## src/pwmc_defs.svh

```systemverilog
// Register offsets, field positions, reset values and prescale limit
`ifndef PWMC_DEFS_SVH
`define PWMC_DEFS_SVH

`define PWMC_ADDR_W          8
`define PWMC_OFS_CON         8'h00
`define PWMC_OFS_INTE        8'h04
`define PWMC_OFS_INTF        8'h08
`define PWMC_OFS_CLKCON      8'h0C
`define PWMC_OFS_LDCON       8'h10
`define PWMC_OFS_OFCON       8'h14
`define PWMC_OFS_PHH         8'h18
`define PWMC_OFS_PHL         8'h1C
`define PWMC_OFS_DCH         8'h20
`define PWMC_OFS_DCL         8'h24
`define PWMC_OFS_PRH         8'h28
`define PWMC_OFS_PRL         8'h2C
`define PWMC_OFS_OFH         8'h30
`define PWMC_OFS_OFL         8'h34
`define PWMC_OFS_TMRH        8'h38
`define PWMC_OFS_TMRL        8'h3C

// channel_control
`define PWMC_CON_EN          7
`define PWMC_CON_OE          6
`define PWMC_CON_OUT         5
`define PWMC_CON_POL         4
`define PWMC_CON_MODE_HI     3
`define PWMC_CON_MODE_LO     2
// clock_select
`define PWMC_CLK_PS_HI       6
`define PWMC_CLK_PS_LO       4
`define PWMC_CLK_CS_HI       1
`define PWMC_CLK_CS_LO       0
// reload_control
`define PWMC_LD_ARMED        7
`define PWMC_LD_TRIG         6
`define PWMC_LD_SRC_HI       1
`define PWMC_LD_SRC_LO       0
// slave_sync_control
`define PWMC_OF_STYLE_HI     6
`define PWMC_OF_STYLE_LO     5
`define PWMC_OF_DIR          4
`define PWMC_OF_SRC_HI       1
`define PWMC_OF_SRC_LO       0
// Flag and enable bit positions
`define PWMC_IRQ_OFFSET      3
`define PWMC_IRQ_ANGLE       2
`define PWMC_IRQ_DUTY        1
`define PWMC_IRQ_PERIOD      0

`define PWMC_RST_CTRL        8'h00
`define PWMC_RST_VALUE       16'h0000
`define PWMC_PRESCALE_MAX    3'h7

`endif

```

## src/pwmc_pkg.sv

```systemverilog
// Types shared by the PWM channel control block
package pwmc_pkg;
	typedef enum logic [1:0] {
		PWMC_STANDARD,
		PWMC_SET_ON_MATCH,
		PWMC_TOGGLE_ON_MATCH,
		PWMC_CENTER_ALIGNED
	} pwmc_mode_e;

	typedef enum logic [1:0] {
		PWMC_SRC_SYSTEM,
		PWMC_SRC_FAST_OSC,
		PWMC_SRC_SLOW_OSC,
		PWMC_SRC_RESERVED
	} pwmc_clk_src_e;

	typedef enum logic [1:0] {
		PWMC_RUN_INDEPENDENT,
		PWMC_RUN_SLAVE_SYNC,
		PWMC_RUN_ONE_SHOT,
		PWMC_RUN_CONT_RESET
	} pwmc_slave_style_e;
endpackage

```

## src/pwmc_top.sv

```systemverilog
// One 16-bit PWM channel with its APB register file
// Functional notes
// - Waveform keeps running in sleep when an internal oscillator clocks it.
// - Four match flags: phase, duty, period, offset; set on match rising edge.
// - Control bit 7 enables the channel; resets to zero.
// - Control bit 6 connects the waveform to the output pin.
// - Control bit 5 shows the current output state, hardware driven.
// - Control bit 4 set makes the active output level low.
// - Control bits 3-2 pick standard, set, toggle or center-aligned waveform.
// - Enable bits 3..0 gate offset, phase, duty, period requests.
// - Flag bits 3..0 record offset, phase, duty, period events; writable.
// - Channel disabled holds all four flags cleared.
// - Prescale field divides selected clock by two to the power of it.
// - Clock source: 00 system, 01 fast osc, 10 slow osc, 11 reserved.
// - Armed reload loads buffers at period end, or at the first period end after a trigger if chosen.
// - Completed reload clears the armed bit; software may also clear it.
// - Trigger-load bit enables triggered reload; else trigger field ignored.
// - Reload trigger field picks channel 1..3 load event; 00 and own reserved.
// - Slave styles: independent, sync start, one-shot, continuous with reset.
// - Center mode: offset match on down-count match when bit 4 set.
// - Offset trigger field picks channel 1..3 offset match; 00, own reserved.
// - Phase, duty, period compares are 16-bit high/low byte pairs.
// - Compare pairs and direction bit act only after an armed reload.
// - Arming in the same cycle as a period match waits a period.
// - Center mode counts up to period then down to zero.
`timescale 1ns/100ps
`include "pwmc_defs.svh"

module pwmc_top
	import pwmc_pkg::*;
#(
	parameter int        CNT_W      = 16,
	parameter logic[1:0] CHANNEL_ID = 2'h1
) (
	input  wire logic                    sys_clk_i,
	input  wire logic                    rst_n_i,
	input  wire logic                    psel_i,
	input  wire logic                    penable_i,
	input  wire logic                    pwrite_i,
	input  wire logic [`PWMC_ADDR_W-1:0] paddr_i,
	input  wire logic [31:0]             pwdata_i,
	output logic      [31:0]             prdata_o,
	output logic                         pready_o,
	output logic                         pslverr_o,
	input  wire logic                    sleep_i,
	input  wire logic                    fast_osc_tick_i,
	input  wire logic                    slow_osc_tick_i,
	input  wire logic [3:0]              peer_offset_match_i,
	input  wire logic [3:0]              peer_reload_done_i,
	output logic                         offset_match_event_o,
	output logic                         reload_done_trigger_o,
	output logic                         pwm_pin_o,
	output logic                         pwm_pin_en_o,
	output logic                         irq_o
);
	logic [7:0]       channel_control;
	logic [3:0]       irq_enable_mask;
	logic [3:0]       irq_event_flags;
	logic [7:0]       clock_select;
	logic [7:0]       reload_control;
	logic [7:0]       slave_sync_control;
	logic [CNT_W-1:0] angle_compare_value;
	logic [CNT_W-1:0] duty_compare_value;
	logic [CNT_W-1:0] period_compare_value;
	logic [CNT_W-1:0] offset_compare_value;
	logic [CNT_W-1:0] angle_op;
	logic [CNT_W-1:0] duty_op;
	logic [CNT_W-1:0] period_op;
	logic [CNT_W-1:0] offset_op;
	logic             center_dir_op;
	logic [CNT_W-1:0] channel_counter;
	logic             count_down;
	logic [6:0]       prescale_count;
	logic             run_active;
	logic             out_state;
	logic             trigger_seen;
	logic [3:0]       match_prev;
	logic             bus_write;
	logic             bus_read;
	logic             addr_known;
	logic             enabled;
	logic             center_mode;
	logic             source_tick;
	logic [6:0]       prescale_mask;
	logic             tick;
	logic             counting;
	logic             period_event;
	logic             peer_offset;
	logic             peer_reload;
	logic             load_now;
	logic [CNT_W-1:0] center_rise;
	logic [3:0]       match_level;
	logic [3:0]       match_rise;
	pwmc_mode_e        mode;
	pwmc_clk_src_e     clk_src;
	pwmc_slave_style_e slave_run_style;

	assign enabled     = channel_control[`PWMC_CON_EN];
	assign mode        = pwmc_mode_e'(
		channel_control[`PWMC_CON_MODE_HI:`PWMC_CON_MODE_LO]);
	assign center_mode = (mode == PWMC_CENTER_ALIGNED);
	assign clk_src     = pwmc_clk_src_e'(
		clock_select[`PWMC_CLK_CS_HI:`PWMC_CLK_CS_LO]);
	assign slave_run_style = pwmc_slave_style_e'(
		slave_sync_control[`PWMC_OF_STYLE_HI:`PWMC_OF_STYLE_LO]);

	// APB: zero wait states, every access completes in its first access cycle
	assign bus_write = psel_i & penable_i & pwrite_i;
	assign bus_read  = psel_i & penable_i & ~pwrite_i;
	assign pready_o  = 1'b1;

	always_comb begin
		addr_known = 1'b1;
		prdata_o   = 32'h0000_0000;
		unique case (paddr_i)
			`PWMC_OFS_CON:    prdata_o[7:0] = channel_control;
			`PWMC_OFS_INTE:   prdata_o[3:0] = irq_enable_mask;
			`PWMC_OFS_INTF:   prdata_o[3:0] = irq_event_flags;
			`PWMC_OFS_CLKCON: prdata_o[7:0] = clock_select;
			`PWMC_OFS_LDCON:  prdata_o[7:0] = reload_control;
			`PWMC_OFS_OFCON:  prdata_o[7:0] = slave_sync_control;
			`PWMC_OFS_PHH:    prdata_o[7:0] = angle_compare_value[15:8];
			`PWMC_OFS_PHL:    prdata_o[7:0] = angle_compare_value[7:0];
			`PWMC_OFS_DCH:    prdata_o[7:0] = duty_compare_value[15:8];
			`PWMC_OFS_DCL:    prdata_o[7:0] = duty_compare_value[7:0];
			`PWMC_OFS_PRH:    prdata_o[7:0] = period_compare_value[15:8];
			`PWMC_OFS_PRL:    prdata_o[7:0] = period_compare_value[7:0];
			`PWMC_OFS_OFH:    prdata_o[7:0] = offset_compare_value[15:8];
			`PWMC_OFS_OFL:    prdata_o[7:0] = offset_compare_value[7:0];
			`PWMC_OFS_TMRH:   prdata_o[7:0] = channel_counter[15:8];
			`PWMC_OFS_TMRL:   prdata_o[7:0] = channel_counter[7:0];
			default:          addr_known = 1'b0;
		endcase
		if (!bus_read) begin
			prdata_o = 32'h0000_0000;
		end
	end

	assign pslverr_o = psel_i & penable_i & ~addr_known;

	// Control: output bit is hardware owned, software writes to it are dropped
	always_ff @(posedge sys_clk_i) begin
		if (!rst_n_i) begin
			channel_control <= `PWMC_RST_CTRL;
		end else begin
			if (bus_write && paddr_i == `PWMC_OFS_CON) begin
				channel_control[7:6] <= pwdata_i[7:6];
				channel_control[4:2] <= pwdata_i[4:2];
			end
			channel_control[`PWMC_CON_OUT] <= out_state;
		end
	end

	always_ff @(posedge sys_clk_i) begin
		if (!rst_n_i) begin
			irq_enable_mask    <= 4'h0;
			clock_select       <= `PWMC_RST_CTRL;
			slave_sync_control <= `PWMC_RST_CTRL;
		end else if (bus_write) begin
			if (paddr_i == `PWMC_OFS_INTE) begin
				irq_enable_mask <= pwdata_i[3:0];
			end
			if (paddr_i == `PWMC_OFS_CLKCON) begin
				clock_select <= pwdata_i[7:0] & 8'h73;
			end
			if (paddr_i == `PWMC_OFS_OFCON) begin
				slave_sync_control <= pwdata_i[7:0] & 8'h73;
			end
		end
	end

	// Compare pairs reset to a known zero; software must load them anyway
	always_ff @(posedge sys_clk_i) begin
		if (!rst_n_i) begin
			angle_compare_value  <= `PWMC_RST_VALUE;
			duty_compare_value   <= `PWMC_RST_VALUE;
			period_compare_value <= `PWMC_RST_VALUE;
			offset_compare_value <= `PWMC_RST_VALUE;
		end else if (bus_write) begin
			unique case (paddr_i)
				`PWMC_OFS_PHH: angle_compare_value[15:8]  <= pwdata_i[7:0];
				`PWMC_OFS_PHL: angle_compare_value[7:0]   <= pwdata_i[7:0];
				`PWMC_OFS_DCH: duty_compare_value[15:8]   <= pwdata_i[7:0];
				`PWMC_OFS_DCL: duty_compare_value[7:0]    <= pwdata_i[7:0];
				`PWMC_OFS_PRH: period_compare_value[15:8] <= pwdata_i[7:0];
				`PWMC_OFS_PRL: period_compare_value[7:0]  <= pwdata_i[7:0];
				`PWMC_OFS_OFH: offset_compare_value[15:8] <= pwdata_i[7:0];
				`PWMC_OFS_OFL: offset_compare_value[7:0]  <= pwdata_i[7:0];
				default: ;
			endcase
		end
	end

	// Clock source and prescaler
	always_comb begin
		unique case (clk_src)
			PWMC_SRC_SYSTEM:   source_tick = ~sleep_i;
			PWMC_SRC_FAST_OSC: source_tick = fast_osc_tick_i;
			PWMC_SRC_SLOW_OSC: source_tick = slow_osc_tick_i;
			PWMC_SRC_RESERVED: source_tick = 1'b0;
		endcase
	end

	assign prescale_mask = 7'((8'h01 <<
		clock_select[`PWMC_CLK_PS_HI:`PWMC_CLK_PS_LO]) - 8'h01);
	// Compare with >= so a smaller prescale takes hold at once, no wrap stall
	assign tick = enabled & source_tick & (prescale_count >= prescale_mask);

	always_ff @(posedge sys_clk_i) begin
		if (!rst_n_i || !enabled) begin
			prescale_count <= 7'h00;
		end else if (source_tick) begin
			prescale_count <= (prescale_count >= prescale_mask) ? 7'h00 :
				prescale_count + 7'h01;
		end
	end

	// Slave start/reset and reload trigger sources; 00 and own channel code never fire
	assign peer_offset = peer_offset_match_i[
		slave_sync_control[`PWMC_OF_SRC_HI:`PWMC_OF_SRC_LO]] &
		(slave_sync_control[`PWMC_OF_SRC_HI:`PWMC_OF_SRC_LO] != 2'h0) &
		(slave_sync_control[`PWMC_OF_SRC_HI:`PWMC_OF_SRC_LO] !=
		CHANNEL_ID);
	assign peer_reload = peer_reload_done_i[
		reload_control[`PWMC_LD_SRC_HI:`PWMC_LD_SRC_LO]] &
		(reload_control[`PWMC_LD_SRC_HI:`PWMC_LD_SRC_LO] != 2'h0) &
		(reload_control[`PWMC_LD_SRC_HI:`PWMC_LD_SRC_LO] !=
		CHANNEL_ID);

	assign counting = tick & run_active;
	assign period_event = counting & (center_mode ?
		(count_down && channel_counter == {CNT_W{1'b0}}) :
		(channel_counter == period_op));

	always_ff @(posedge sys_clk_i) begin
		if (!rst_n_i || !enabled) begin
			run_active <= 1'b0;
		end else begin
			unique case (slave_run_style)
				PWMC_RUN_INDEPENDENT: run_active <= 1'b1;
				PWMC_RUN_ONE_SHOT: begin
					if (period_event) begin
						run_active <= 1'b0;
					end else if (peer_offset) begin
						run_active <= 1'b1;
					end
				end
				default: begin
					if (peer_offset) begin
						run_active <= 1'b1;
					end
				end
			endcase
		end
	end

	// Timer; center mode climbs to the period then falls back to zero
	always_ff @(posedge sys_clk_i) begin
		if (!rst_n_i || !enabled) begin
			channel_counter <= `PWMC_RST_VALUE;
			count_down      <= 1'b0;
		end else if (run_active && peer_offset &&
				slave_run_style == PWMC_RUN_CONT_RESET) begin
			channel_counter <= CNT_W'(1);
			count_down      <= 1'b0;
		end else if (counting) begin
			if (center_mode) begin
				// Both ends are held one tick, so a cycle is 2*(period+1)
				if (period_event) begin
					count_down <= 1'b0;
				end else if (!count_down &&
						channel_counter >= period_op) begin
					count_down <= 1'b1;
				end else if (count_down) begin
					channel_counter <= channel_counter - CNT_W'(1);
				end else begin
					channel_counter <= channel_counter + CNT_W'(1);
				end
			end else if (period_event) begin
				channel_counter <= `PWMC_RST_VALUE;
			end else begin
				channel_counter <= channel_counter + CNT_W'(1);
			end
		end
	end

	// Match levels; held only while the counter actually runs
	assign center_rise = period_op - duty_op;

	always_comb begin
		match_level = 4'h0;
		if (enabled && run_active) begin
			match_level[`PWMC_IRQ_ANGLE]  = (channel_counter == angle_op);
			match_level[`PWMC_IRQ_DUTY]   = (channel_counter == duty_op);
			match_level[`PWMC_IRQ_PERIOD] = (channel_counter == period_op);
			match_level[`PWMC_IRQ_OFFSET] = (channel_counter == offset_op) &
				(!center_mode || (count_down == center_dir_op));
		end
	end

	assign match_rise = match_level & ~match_prev;

	always_ff @(posedge sys_clk_i) begin
		if (!rst_n_i) begin
			match_prev           <= 4'h0;
			offset_match_event_o <= 1'b0;
		end else begin
			match_prev           <= match_level;
			offset_match_event_o <= match_rise[`PWMC_IRQ_OFFSET];
		end
	end

	// Waveform state
	always_ff @(posedge sys_clk_i) begin
		if (!rst_n_i || !enabled) begin
			out_state <= 1'b0;
		end else if (counting) begin
			unique case (mode)
				PWMC_STANDARD: begin
					if (channel_counter == duty_op) begin
						out_state <= 1'b0;
					end else if (channel_counter == angle_op) begin
						out_state <= 1'b1;
					end
				end
				PWMC_SET_ON_MATCH: begin
					if (channel_counter == angle_op) begin
						out_state <= 1'b1;
					end
				end
				PWMC_TOGGLE_ON_MATCH: begin
					if (channel_counter == angle_op) begin
						out_state <= ~out_state;
					end
				end
				PWMC_CENTER_ALIGNED: begin
					if (!count_down && channel_counter == center_rise) begin
						out_state <= 1'b1;
					end else if (count_down &&
							channel_counter == center_rise + CNT_W'(1)) begin
						out_state <= 1'b0;
					end
				end
			endcase
		end
	end

	always_ff @(posedge sys_clk_i) begin
		if (!rst_n_i) begin
			pwm_pin_o    <= 1'b0;
			pwm_pin_en_o <= 1'b0;
		end else begin
			pwm_pin_en_o <= channel_control[`PWMC_CON_OE];
			pwm_pin_o    <= channel_control[`PWMC_CON_OE] &
				(out_state ^ channel_control[`PWMC_CON_POL]);
		end
	end

	// Flags: a hardware set in the same cycle as a software write wins
	always_ff @(posedge sys_clk_i) begin
		if (!rst_n_i || !enabled) begin
			irq_event_flags <= 4'h0;
		end else begin
			if (bus_write && paddr_i == `PWMC_OFS_INTF) begin
				irq_event_flags <= pwdata_i[3:0] | match_rise;
			end else begin
				irq_event_flags <= irq_event_flags | match_rise;
			end
		end
	end

	assign irq_o = |(irq_event_flags & irq_enable_mask);

	// Reload. A disabled channel loads as soon as it is armed.
	// An arm written in a period-match cycle is not yet visible, so it waits.
	assign load_now = reload_control[`PWMC_LD_ARMED] & (~enabled |
		(period_event & (~reload_control[`PWMC_LD_TRIG] |
		trigger_seen)));

	always_ff @(posedge sys_clk_i) begin
		if (!rst_n_i) begin
			reload_control <= `PWMC_RST_CTRL;
		end else if (bus_write && paddr_i == `PWMC_OFS_LDCON) begin
			reload_control <= pwdata_i[7:0] & 8'hC3;
		end else if (load_now) begin
			reload_control[`PWMC_LD_ARMED] <= 1'b0;
		end
	end

	always_ff @(posedge sys_clk_i) begin
		if (!rst_n_i || !reload_control[`PWMC_LD_ARMED] || load_now) begin
			trigger_seen <= 1'b0;
		end else if (reload_control[`PWMC_LD_TRIG] && peer_reload) begin
			trigger_seen <= 1'b1;
		end
	end

	always_ff @(posedge sys_clk_i) begin
		if (!rst_n_i) begin
			angle_op              <= `PWMC_RST_VALUE;
			duty_op               <= `PWMC_RST_VALUE;
			period_op             <= `PWMC_RST_VALUE;
			offset_op             <= `PWMC_RST_VALUE;
			center_dir_op         <= 1'b0;
			reload_done_trigger_o <= 1'b0;
		end else begin
			reload_done_trigger_o <= load_now;
			if (load_now) begin
				angle_op      <= angle_compare_value;
				duty_op       <= duty_compare_value;
				period_op     <= period_compare_value;
				offset_op     <= offset_compare_value;
				center_dir_op <= slave_sync_control[`PWMC_OF_DIR];
			end
		end
	end
endmodule
```

## config.mk

```make
export PLATFORM = sky130hd
export DESIGN_NAME = pwmc_top
export DESIGN_NICKNAME = d
export VERILOG_FILES = /design/src/pwmc_pkg.sv /design/src/pwmc_top.sv
export VERILOG_INCLUDE_DIRS = /design/src /design/src/src
export SDC_FILE = /design/constraint.sdc
export NUM_CORES = 1
export LEC_CHECK = 0
export BUFFER_PORTS_ARGS = -buffer_cell sky130_fd_sc_hd__buf_2
export CELL_PAD_IN_SITES_DETAIL_PLACEMENT = 0
export CELL_PAD_IN_SITES_GLOBAL_PLACEMENT = 1
export CORE_MARGIN = 5
export CORE_UTILIZATION = 40
export DETAILED_ROUTE_END_ITERATION = 8
export GPL_TIMING_DRIVEN = 0
export MAX_ROUTING_LAYER = met4
export PLACE_DENSITY_LB_ADDON = 0.1
export SYNTH_ARGS = -nofsm -noshare
export SYNTH_HDL_FRONTEND = slang
export SYNTH_SLANG_ARGS = --single-unit
```

## constraint.sdc

```tcl
create_clock -name sys_clk_i -period 4.2 [get_ports sys_clk_i]
set_input_delay 0.42 -clock sys_clk_i [delete_from_list [all_inputs] [get_ports sys_clk_i]]
set_output_delay 0.42 -clock sys_clk_i [all_outputs]
set_load 0.05 [all_outputs]
```

==> results.txt, run 1 <==
The flow ran to the end, and the final reports show no timing, DRC or antenna violations. The total of warnings raised by yosys came out at 0. The worst setup path is of the reg2reg kind. The leakage power of the design came out at 4.89 nW. The worst vdd rail ir drop is 0.261 mV. Once the clock tree was built, the setup fixing pass inserted 0 buffers. The count of clock tree sinks came out at 192. The pin count of the biggest net entering global routing is 21. The worst hold slack is 228 ps. The maximum fanout count along the critical path came out at 10. The minimum clock period after layout is 4000 ps. The post-detailed-routing wire length is 46.2 mm. The mean post-synth cell area is 7.81 um2. The total of hold buffers inserted after clock tree synthesis is 0. The total met3 wirelength after detailed routing came out at 2.60 mm. Clock tree synthesis selected as its root buffer the cell clkbuf_16. The placed cell area came out at 12500 um2. The floorplan die area came out at 33000 um2. Between clock sinks in the finished design, the worst skew comes to 18.6 ps. Setup total negative slack on the finished layout was measured at 0 ps.

Of the cells placed in the final design, the portion with a size suffix greater than 1 is 0.0861. The count of pins over their slew limit came out at 0. The endpoint class of the critical path is a flip-flop. After routing the design area is 13200 um2. The floorplan step defined a core boundary enclosing 28900 um2. The placement row count is 62. For this run, the register share of the synthesized area comes to 0.326. Grouping stages by cell kind, the critical path spends the most delay in buffers and inverters.

Once the clock tree was built, the resizer swapped 0 gates to a different size. The number of CTS-inserted buffers is 17. The number of levels in the clock H-tree is 4.

The horizontal extent of the die came out at 182 um. The insertion delay of the later-clocked pin in the worst-skew pair is 460 ps. The via count of the first global-routing pass came to 10900. The class of the tightest hold or removal check is in2reg. STA classifies the critical path startpoint as a flip-flop. The die is 182 um tall. The critical path goes through clkbuf_1 > inv_1 > ha_1 > nand4_1 > nor3_1 > o211ai_2 > o21ai_1 > nand2_1 > buf_2 > clkbuf_1 > nand2_1 > a21boi_1. The endpoint arrival time on the critical path came out at 4390 ps. The remaining antenna violation count after routing is 0. The first-pass GRT wire length came out at 69.5 mm.

The area overhead of the layout relative to synthesis is 11.6%. The number of remaining DRC errors came out at 0. The clock-pin slew of the registers on the worst-case setup and hold paths came out at 80 ps.

The number of max-capacitance violations reported is 0. The share of the clock period used by the worst path came out at 0.953. At the pin with the least slew margin, the transition time is 963 ps.

After detailed routing, the number of vias per cell comes to 5.77. The share of synthesized flip-flops with an asynchronous set or reset came out at 0. The setup-violating endpoint count in the final report is 0. The number of flops mapped to enable cells by yosys came out at 0.

The required time of the critical path is 4580 ps. The total buffers and inverters traversed by the critical path came out at 4. For this run, the share of the core covered by cells in the final layout is 0.455. The quantity of I/O buffers inserted on ports is 38. The violation count after the first detailed-route iteration came out at 1183. The detailed-routed wire length on met2 came out at 20.9 mm.

The flop and latch count out of synthesis came out at 192. Among all flip-flop cells after synthesis, the most frequent one is dfxtp_1. In the final routed layout, each cell accounts on average for 23.3 um. The maximum buffer depth of the clock tree is 2. TritonCTS built the clock tree.

Summed over all nets, the half-perimeter wirelength after detailed placement is 35.4 mm. Setup repair after global routing left no endpoint under its margin. The peak clock frequency supported by timing came out at 0.250 GHz. The overall fraction of global-route tracks in use is 0.282. The slowest stage of the critical path is the o211ai_2 cell. The initial utilization of the core area, before any placement, comes to 0.408. The relative slew slack came out at 0.358. The number of antenna cells inserted came out at 0. The total count of hold-check failures in the final report came out at 0. The detailed-routing wirelength on met1 came out at 20.8 mm. The maximum single-stage delay on the critical path is 650 ps.

Signal routing reaches up to met4. The final estimated routing congestion in global placement came out at 0.977. The power density over the cells came out at 285 nW/um2. The initial antenna violation count came out at 0. The pre-antenna-repair detailed-routing pass consisted of 7 iterations. In the final design database the tool counted 1689 nets. Synthesis handed over a netlist of 1510 instances. Synthesis instantiated 81 different standard cells from the library.

Detailed routing inserted a total of 11500 vias. Pin placement for this block handled 95 I/O pins. For this run the aggregate overflow at the end of global routing stands at 0. The cell area that synthesis handed to floorplanning was 11800 um2.
[cells in the final DEF (no fill, tap or decap), drive strengths merged, types with 7 or more instances in the layout]
| cell type | n |
|---|---|
| and3 | 13 |
| nor3 | 25 |
| inv | 53 |
| nand3 | 116 |
| dfxtp | 192 |
| xor2 | 64 |
| nand2b | 7 |
| nor2b | 14 |
| a21oi | 46 |
| a21boi | 153 |
| o21ai | 34 |
| o211ai | 7 |
| a221oi | 20 |
| and2 | 12 |
| clkbuf | 97 |
| a31oi | 14 |
| nand3b | 7 |
| nor4 | 21 |
| a21o | 9 |
| a22oi | 18 |
| a22o | 13 |
| or3 | 12 |
| nor2 | 67 |
| nand2 | 289 |
| buf | 86 |
| nand4 | 16 |
| clkinv | 7 |
| a211oi | 7 |
| conb | 25 |
| ha | 42 |
| xnor2 | 33 |
[cells in the mapped netlist (7+ instances only)]
cell type,n,area share
a22o_1,13,0.0097
and2_1,12,0.0064
xor2_1,64,0.048
dfxtp_1,192,0.33
nand3b_1,7,0.0045
nor4_1,20,0.011
nand3_1,115,0.049
buf_2,10,0.0042
nand4_1,16,0.0085
nor3_1,24,0.010
nand2_1,289,0.092
a211oi_1,7,0.0045
inv_1,47,0.015
or3_1,11,0.0058
buf_4,27,0.017
a21oi_1,44,0.019
a21boi_0,102,0.065
a21o_1,9,0.0057
ha_1,42,0.045
nand2b_1,7,0.0037
a31oi_1,13,0.0069
o21ai_0,29,0.012
nor2b_1,13,0.0069
a22oi_1,18,0.011
and3_1,13,0.0069
a221oi_1,20,0.015
xnor2_1,33,0.025
nor2_1,66,0.021
a21boi_1,50,0.032
clkbuf_1,77,0.025
[metrics by stage]
| stage | worst slack [ps] | total power [mW] | cells |
|---|---|---|---|
| global route | 17.5 | 3.84 | 1987 |
| CTS | 14.8 | 3.75 | 1987 |
| finish | 198 | 3.75 | 1987 |
| floorplan | 1000 | 1.99 | 1533 |
| global placement | 66.4 | 2.05 | 1955 |
| detailed placement | 37.1 | 2.05 | 1955 |
[cells by family (layout without fill, tap and decap cells)]
family,count (synthesis),in the layout,synth area share
AOI/OAI and AO/OA,366,366,0.227
xor gates and xnor gates,97,97,0.0720
adders and majority gates,43,43,0.0463
buffers and inverters,173,243,0.0685
DFF,192,192,0.326
muxes,7,7,0.00605
other,2,25,0.000637
and+or+nand+nor,630,630,0.254
[flip-flops by register name (all words and copies together) (netlist names), 4 cells and up]
signal / count
angle_compare_value: 16
angle_op: 16
channel_counter: 16
duty_compare_value: 16
duty_op: 16
offset_compare_value: 16
offset_op: 16
period_compare_value: 16
period_op: 16
prescale_count: 7
channel_control: 6
clock_select: 5
slave_sync_control: 5
irq_enable_mask: 4
irq_event_flags: 4
match_prev: 4
reload_control: 4
[worst reg2reg max path, stage by stage (launching register included)]
cell and delay [ps]:
dfxtp_1 370, clkbuf_1 610, inv_1 220, ha_1 300, nand4_1 220, nor3_1 170, o211ai_2 650, o21ai_1 300
nand2_1 160, buf_2 240, clkbuf_1 450, nand2_1 120, a21boi_1 150
[cell type report]
class                   count  area (um2)
clock buffers              19         453
flip-flops and latches    192        3840
well taps                 384         480
fillers                  2981       15800
inverters                  47         176
repair buffers             38         190
multi-input cells        1168        7230
clock inverters            13         161
plain buffers             126         633
[per-layer routing]
layer,vias up,global-route usage
met5,-,-
met4,0,0.104
met3,106,0.0286
met2,464,0.442
met1,5449,0.379
li1,5442,-
[power breakdown]
group	switching, mW	internal [mW]
sequential	0.000441	1.82
clock	0.897	0.837
combinational	0.138	0.0546
total	1.04	2.71
[path summary, 6_finish.rpt]
path                            depth (start not counted)               start  slack, ps                endpoint
worst min-delay path                                    3         pwdata_i[4]        230  angle_compare_value[4]
worst min register to register                          1       match_prev[3]        440    offset_match_event_o
worst max-delay path                                   12  channel_counter[0]        200             duty_op[14]
worst max register to register                         12  channel_counter[0]        200             duty_op[14]
Power figures use the tool's default switching activity.
==> inputs of run 2 (changes only) <==
- ABC_AREA: unset -> 1
==> run 2 against run 1 <==
Effect of this change:
- die area shrank 1.1%
- maximum frequency grew 15%
- sequential share of layout area grew 0.32 points
- largest power group unchanged
==> results.txt, run 2 <==
The I/O pin count is 95 (unchanged). The total buffers and inverters traversed by the critical path came out at 1 (-3). The pin slew with the least headroom to its limit is 894 ps (-69.4 ps). The insertion delay of the later-clocked pin in the worst-skew pair is 460 ps (about the same). The startpoint identified for the worst hold timing path is pwdata_i[4]. The slowest stage of the critical path belongs to the cell o21ai_0. STA classifies the critical path startpoint as a flip-flop. Relative to the synthesized area, the layout overhead comes to 11.8%. In this run the critical register-to-register path is launched from clock_select[5]. The top cell types in the final layout, fill and taps aside, are 283 x nand2_1, 218 x inv_1, 192 x dfxtp_1.

The share of final-layout standard cells stronger than drive strength 1 came to 0.0870 (+0.000868). The post-CTS setup repair buffer count came to 0 (unchanged). The placeable core region is 28700 um2 (-0.80%).

The number of CTS-inserted buffers came to 17 (unchanged). The overall fraction of global-route tracks in use came out at 0.275 (-0.00730). The clock-pin slew of the registers on the worst-case setup and hold paths is 90 ps (about the same).

The number of detailed-routing iterations run before antenna repair is 6 (-1). The leftover overflow at the end of global routing is 0 (unchanged). The setup skew after layout came to 13.8 ps (-4.78 ps). The number of gates given a new drive strength after cts is 0 (unchanged). The violation count after the first detailed-route iteration is 1188 (+0.42%).

The leakage power of the design is 5.51 nW (+13%). The min-delay analysis places its worst path in the category in2reg. The die span in y is 181 um (-0.56%).

The quantity of I/O buffers inserted on ports came to 39 (+2.6%). The number of antenna cells inserted came out at 0 (unchanged). The number of nets in the finished design came out at 1903 (+13%). The number of unique standard cell types used by synthesis is 57 (-30%).

The endpoint arrival time on the critical path is 3810 ps (-580 ps). The maximum buffer depth of the clock tree is 2 (unchanged). The number of fill cells came out at 3088 (+3.6%). The cell area after synthesis came to 11700 um2 (-1.2%).

The most used flip-flop cell after synthesis is dfxtp_1. Leaving out fill and tap cells, the most frequent cell in the layout is nand2_1. The first-pass GRT wire length came to 67.3 mm (-3.2%).

Of all cell types, the one taking the most synthesized area is dfxtp_1. The remaining antenna violation count after routing came to 0 (unchanged). Setup repair after global routing left no endpoint under its margin. The flow ran to the end, and the final reports show no timing, DRC or antenna violations. The required time of the critical path is 4520 ps (-60 ps). The mean post-synth cell area is 6.76 um2 (-13%). The number of cells produced by synthesis is 1723 (+14%). The via count of the first global-routing pass came out at 11100 (+1.4%). The minimum clock period after layout is 3490 ps (-507 ps). The final cell utilization of the core came out at 0.454 (-0.00124). The peak clock frequency supported by timing was 0.286 GHz (+15%). The placement row count is 62 (unchanged). The count of pins over their slew limit was 0 (unchanged).

The summed negative setup slack over all endpoints came out at 0 ps (unchanged). The TritonCTS clock tree is built. The share of the clock period used by the worst path is 0.832 (-0.121).

The post-detailed-route wirelength per cell is 20.4 um (-12%). The via count normalized by instance count came out at 5.44 (-5.8%). The post-detailed-routing wire length is 44.8 mm (-3.0%). The final estimated routing congestion in global placement is 0.952 (-2.5%).

The number of levels in the clock H-tree was 4 (unchanged). The proportion of synthesized chip area in sequential cells came to 0.330 (+0.00392). The half-perimeter wire length after detailed placement is 35.3 mm (-0.45%).

The number of flops mapped to enable cells by yosys is 0 (unchanged). The starting utilization of the core area came to 0.406 (-0.00158). The total of warnings raised by yosys was 0 (unchanged). The setup-violating endpoint count in the final report came out at 0 (unchanged). The maximum single-stage delay on the critical path is 530 ps (-120 ps). CTS placed an instance of clkbuf_16 at the clock tree root.

The initial antenna violation count came out at 0 (unchanged). The power density over the cells is 288 nW/um2 (+1.3%). Sorting the synthesized cells by how often they occur yields 283 x nand2_1, 218 x inv_1, 192 x dfxtp_1, 182 x a21oi_1, 181 x nor2_1. The worst vdd rail ir drop came to 0.264 mV (+1.1%).

The horizontal extent of the die is 181 um (-0.56%). Traced cell by cell, the critical path runs through nor2_1 > nand2_1 > ha_1 > nand3_1 > nor2_1 > nand3_1 > o2111ai_1 > nand2_1 > nor2_2 > nand2_2 > o21ai_2 > nand2_2 > clkbuf_1 > o21ai_0 > a21oi_1. The endpoint class of the critical path is a flip-flop.

After synthesis, the cell types taking the most area are dfxtp_1 33%, nand2_1 9.1%, a21oi_1 7.8%. The pin count of the biggest net entering global routing was 22 (+4.8%). The critical path starts at clock_select[5]. The number of remaining DRC errors is 0 (unchanged). The share of synthesized flip-flops with an asynchronous set or reset came to 0 (unchanged). The total count of hold-check failures in the final report is 0 (unchanged).

The flop and latch count out of synthesis is 192 (unchanged). The count of clock tree sinks came out at 192 (unchanged). The maximum fanout count along the critical path is 10 (unchanged).

The critical path is of the reg2reg type. In this design, the largest share of critical-path delay is due to simple AND/OR/NAND/NOR gates. The cell with the most instances after synthesis is nand2_1. The number of max-capacitance violations reported was 0 (unchanged).

The total vias in the final route is 12000 (+4.4%). The fraction of post-synthesis cell area in the top cell type by area is 0.330 (+0.00392). The relative slew slack came out at 0.402 (+0.0440). The total of hold buffers inserted after clock tree synthesis is 0 (unchanged). The floorplan die area is 32600 um2 (-1.1%).
## run 2: changes by cell type in the layout (fill, tap and decap cells not counted), moves of 14 or more
cell      delta
inv_1      +171
o21ai_0    +142
a21oi_1    +138
nor2_1     +115
a21boi_0   -101
a21boi_1    -50
clkbuf_1    -38
o22ai_1     +28
xor2_1      -24
a22oi_1     -16
xnor2_1     -15
nand3_1     -14
## run 2: power breakdown
part | switching, mW | total (mW) | internal, mW
Combinational | 0.158 | 0.207 | 0.0490
Clock | 0.910 | 1.73 | 0.817
Sequential | 0.000599 | 1.82 | 1.82
## run 2: stage by stage
stage          worst slack [ps]  hold WS, ps  cells  power [mW]  instance area (um2)
2_1_floorplan              1270          398   1746        2.00                11700
3_3_place_gp                803          445   2169        2.06                12400
3_5_place_dp                796          437   2169        2.07                12400
4_1_cts                     785          252   2201        3.76                13000
5_1_grt                     537          271   2201        3.85                13000
6_report                    705          253   2201        3.75                13000
## run 2: final cells by class
| type | instances | area (um2) | area share |
|---|---|---|---|
| buffer | 89 | 534 | 0.0410 |
| clock buffer | 17 | 425 | 0.0327 |
| clock inverter | 15 | 184 | 0.0141 |
| inverter | 229 | 863 | 0.0663 |
| multi-input combinational | 1236 | 6500 | 0.499 |
| sequential | 192 | 3840 | 0.295 |
| tap | 384 | 480 | 0.0369 |
| timing repair buffer | 39 | 195 | 0.0150 |
## run 2: cells by family (layout without fill, tap and decap cells)
logic type,count (synthesis),in the layout,synth area share
muxes,1,1,0.000859
and+or+nand+nor,652,652,0.242
xor gates and xnor gates,58,58,0.0436
buffers and inverters,318,389,0.120
AOI/OAI and AO/OA,457,457,0.216
other,2,25,0.000645
DFF,192,192,0.330
adders and majority gates,43,43,0.0468
## run 2: worst register-to-register path: stages (launching register included)
cell and delay [ps]:
dfxtp_1 380, nor2_1 180, nand2_1 80, ha_1 280, nand3_1 70, nor2_1 120
nand3_1 80, o2111ai_1 150, nand2_1 260, nor2_2 340, nand2_2 240, o21ai_2 180
nand2_2 160, clkbuf_1 250, o21ai_0 530, a21oi_1 80
## run 2: path summary, 6_finish.rpt
| check | endpoint | cells after the start | slack (ps) |
|---|---|---|---|
| setup reg to reg | period_op[3] | 15 | 710 |
| hold / removal | angle_compare_value[4] | 3 | 250 |
| setup / recovery | period_op[3] | 15 | 710 |
| hold reg to reg | offset_match_event_o | 1 | 440 |
## run 2: per-layer routing
layer,up-vias,part of all wire,global-route usage
met1,5533,0.45,0.360
met5,-,0,-
met4,0,0.035,0.0874
met2,470,0.46,0.446
met3,81,0.058,0.0321
li1,5881,-,-
==> inputs of run 3 (changes only) <==
- clock period: 4.2 -> 3.4 ns (I/O delays scaled with it)
==> run 3 against run 2 <==
Effect of this change:
- sequential cell count unchanged
- hold slack worse by 82 ps
- final area up 0.14%
- largest cell class unchanged
==> results.txt, run 3 (synthesized netlist as in run 2, its figures left out) <==
The run finished with clean final reports. The maximum buffer depth of the clock tree is 2 (unchanged). The horizontal extent of the die came out at 181 um (unchanged).

The share of final-layout standard cells stronger than drive strength 1 came to 0.0892 (+0.00220). The insertion delay of the later-clocked pin in the worst-skew pair is 460 ps (about the same). Setup repair after global routing left no endpoint under its margin.

The violation count after the first detailed-route iteration is 1157 (-2.6%). The total vias in the final route is 12000 (-0.025%). The share of the clock period used by the worst path is 0.944. The setup-violating endpoint count in the final report is 0 (unchanged).

The critical path goes through clkbuf_1 > clkinv_1 > o22ai_1 > a2111oi_0 > a31oi_1 > buf_2. Leaving out fill and tap cells, the most frequent cells in the layout are 282 x nand2_1, 218 x inv_1, 192 x dfxtp_1. The clock group share of total power came out at 0.460 (about the same).

The count of clock tree sinks was 192 (unchanged). The via count of the first global-routing pass was 11100 (unchanged). The quantity of I/O buffers inserted on ports is 39 (unchanged). The number of max-capacitance violations reported came out at 0 (unchanged). The die span in y came out at 181 um (unchanged). The minimum clock period after layout is 3210 ps. Tracing the worst setup path back leads to its startpoint at channel_counter[12].

The peak clock frequency supported by timing came out at 0.312 GHz. The placeable core region came out at 28700 um2 (unchanged). The summed negative setup slack over all endpoints came to 0 ps (unchanged). The relative slew slack is 0.403 (+0.00127). The starting utilization of the core area came to 0.406 (unchanged).

The first-pass GRT wire length came to 67.3 mm (unchanged). The net switching component of the power is 1.32 mW (+23%). The worst vdd rail ir drop came to 0.329 mV (+25%). The post-detailed-route wirelength per cell is 20.4 um (about the same). STA classifies the critical path startpoint as a flip-flop. The post-detailed-routing wire length is 44.9 mm (about the same).

The number of CTS-inserted buffers was 17 (unchanged). The number of fill cells came out at 3089 (+0.032%). The remaining antenna violation count after routing is 0 (unchanged).

The number of remaining DRC errors came out at 0 (unchanged). The total count of hold-check failures in the final report came out at 0 (unchanged). The maximum fanout count along the critical path came to 9 (-1). The number of nets in the finished design came out at 1903 (unchanged). The pin slew with the least headroom to its limit came to 892 ps (-1.91 ps). The count of pins over their slew limit is 0 (unchanged). The sequential cell fraction of total power is 0.485 (about the same). The post-CTS setup repair buffer count is 0 (unchanged). The number of antenna cells inserted came out at 0 (unchanged). The tightest min-delay check is of the in2reg type. The worst hold slack came out at 171 ps (-81.9 ps).

The final estimated routing congestion in global placement is 0.952 (unchanged). TritonCTS built the clock tree. The leakage power of the design is 5.51 nW (about the same). The worst register-to-register path begins at period_op[15].

The library cell contributing the largest single delay on the critical path is clkinv_1. The number of levels in the clock H-tree came to 4 (unchanged). The setup skew after layout came to 15.9 ps (+2.09 ps).

The fraction of power spent switching nets is 0.284 (about the same). The internal power of the cells is 3.32 mW (+24%). The initial antenna violation count came out at 0 (unchanged). The CTS root buffer is clkbuf_16. The half-perimeter wire length after detailed placement came out at 35.3 mm (unchanged). The critical path is of the reg2out type. The worst hold path begins at pwdata_i[4].

The via count normalized by instance count is 5.43 (about the same). The overall fraction of global-route tracks in use came out at 0.275 (unchanged). STA classifies the critical path endpoint as a primary output.

The power density over the cells is 355 nW/um2 (+23%). The number of detailed-routing iterations run before antenna repair came out at 5 (-1). The clock-pin slew of the registers on the worst-case setup and hold paths was 90 ps (about the same). The required time of the critical path came out at 3060 ps (-1460 ps). The leftover overflow at the end of global routing is 0 (unchanged). The placement row count came to 62 (unchanged).

The combinational fraction of design power is 0.056 (about the same). The total of hold buffers inserted after clock tree synthesis came to 0 (unchanged). The pin count of the biggest net entering global routing came out at 22 (unchanged). The maximum single-stage delay on the critical path came out at 520 ps (about the same). The endpoint arrival time on the critical path came to 2870 ps (-940 ps). The minimum setup slack among reg-to-reg paths came out at 250 ps (-460 ps). The library cell used most frequently in the layout, excluding fill and tap cells, is nand2_1.

The area overhead of the layout relative to synthesis came out at 11.9%. The floorplan die area was 32600 um2 (unchanged). The I/O pin count is 95 (unchanged).
## run 3: changes by cell type in the layout (fill, tap and decap cells not counted)
cell     before  now
nor2_4        3    4
o21ai_2       1    3
nand2_1     283  282
o21ai_0     170  160
nor2_1      181  180
nand2_2       6    7
o21ai_1      16   24
## run 3: worst paths after layout
| kind | endpoint | cells past startpoint |
|---|---|---|
| hold reg to reg | offset_match_event_o | 1 |
| setup reg to reg | period_op[0] | 14 |
| hold / removal | angle_compare_value[4] | 3 |
| setup / recovery | prdata_o[4] | 6 |
## run 3: metal layers
layer,global-route usage,routed length [um]
met1,0.360,19900
met2,0.446,20700
met3,0.0321,2730
met4,0.0874,1530
met5,-,0
## run 3: final cells by class
| type | count | area, um2 | area share |
|---|---|---|---|
| plain buffers | 89 | 534 | 0.0410 |
| clock buffers | 17 | 425 | 0.0326 |
| clock inverters | 15 | 184 | 0.0141 |
| inverters | 229 | 863 | 0.0662 |
| multi-input cells | 1236 | 6520 | 0.500 |
| flip-flops and latches | 192 | 3840 | 0.295 |
| well taps | 384 | 480 | 0.0368 |
| repair buffers | 39 | 195 | 0.0150 |
## run 3: power groups by stage
stage | registers, mW | logic (mW) | clock network, mW
2_1_floorplan | 2.30 | 0.171 | 0
3_3_place_gp | 2.30 | 0.249 | 0
3_5_place_dp | 2.30 | 0.252 | 0
4_1_cts | 2.25 | 0.252 | 2.15
5_1_grt | 2.25 | 0.276 | 2.23
6_report | 2.25 | 0.258 | 2.13
## run 3: worst max-delay path, delay by kind of cell, from the launching register on
| kind | cells | cell delay, ps |
|---|---|---|
| buf+inv | 3 | 1230 |
| flops | 1 | 390 |
| compound gates | 3 | 810 |
## run 3: per-stage QoR
stage	setup WS, ps	utilization	std cells	cell area, um2	power, mW
floorplan	632	-	1746	11700	2.47
global placement	2.63	0.433	2169	12400	2.55
detailed placement	-4.23	0.433	2169	12400	2.55
CTS	-15.5	0.454	2201	13000	4.65
global route	0.673	0.454	2201	13000	4.76
finish	190	0.454	2201	13000	4.64
## run 3: repair_timing
action | CTS | global route
resized for setup | 0 | 15
endpoints found under the setup margin | 2 | 17
pin swaps | 0 | 0
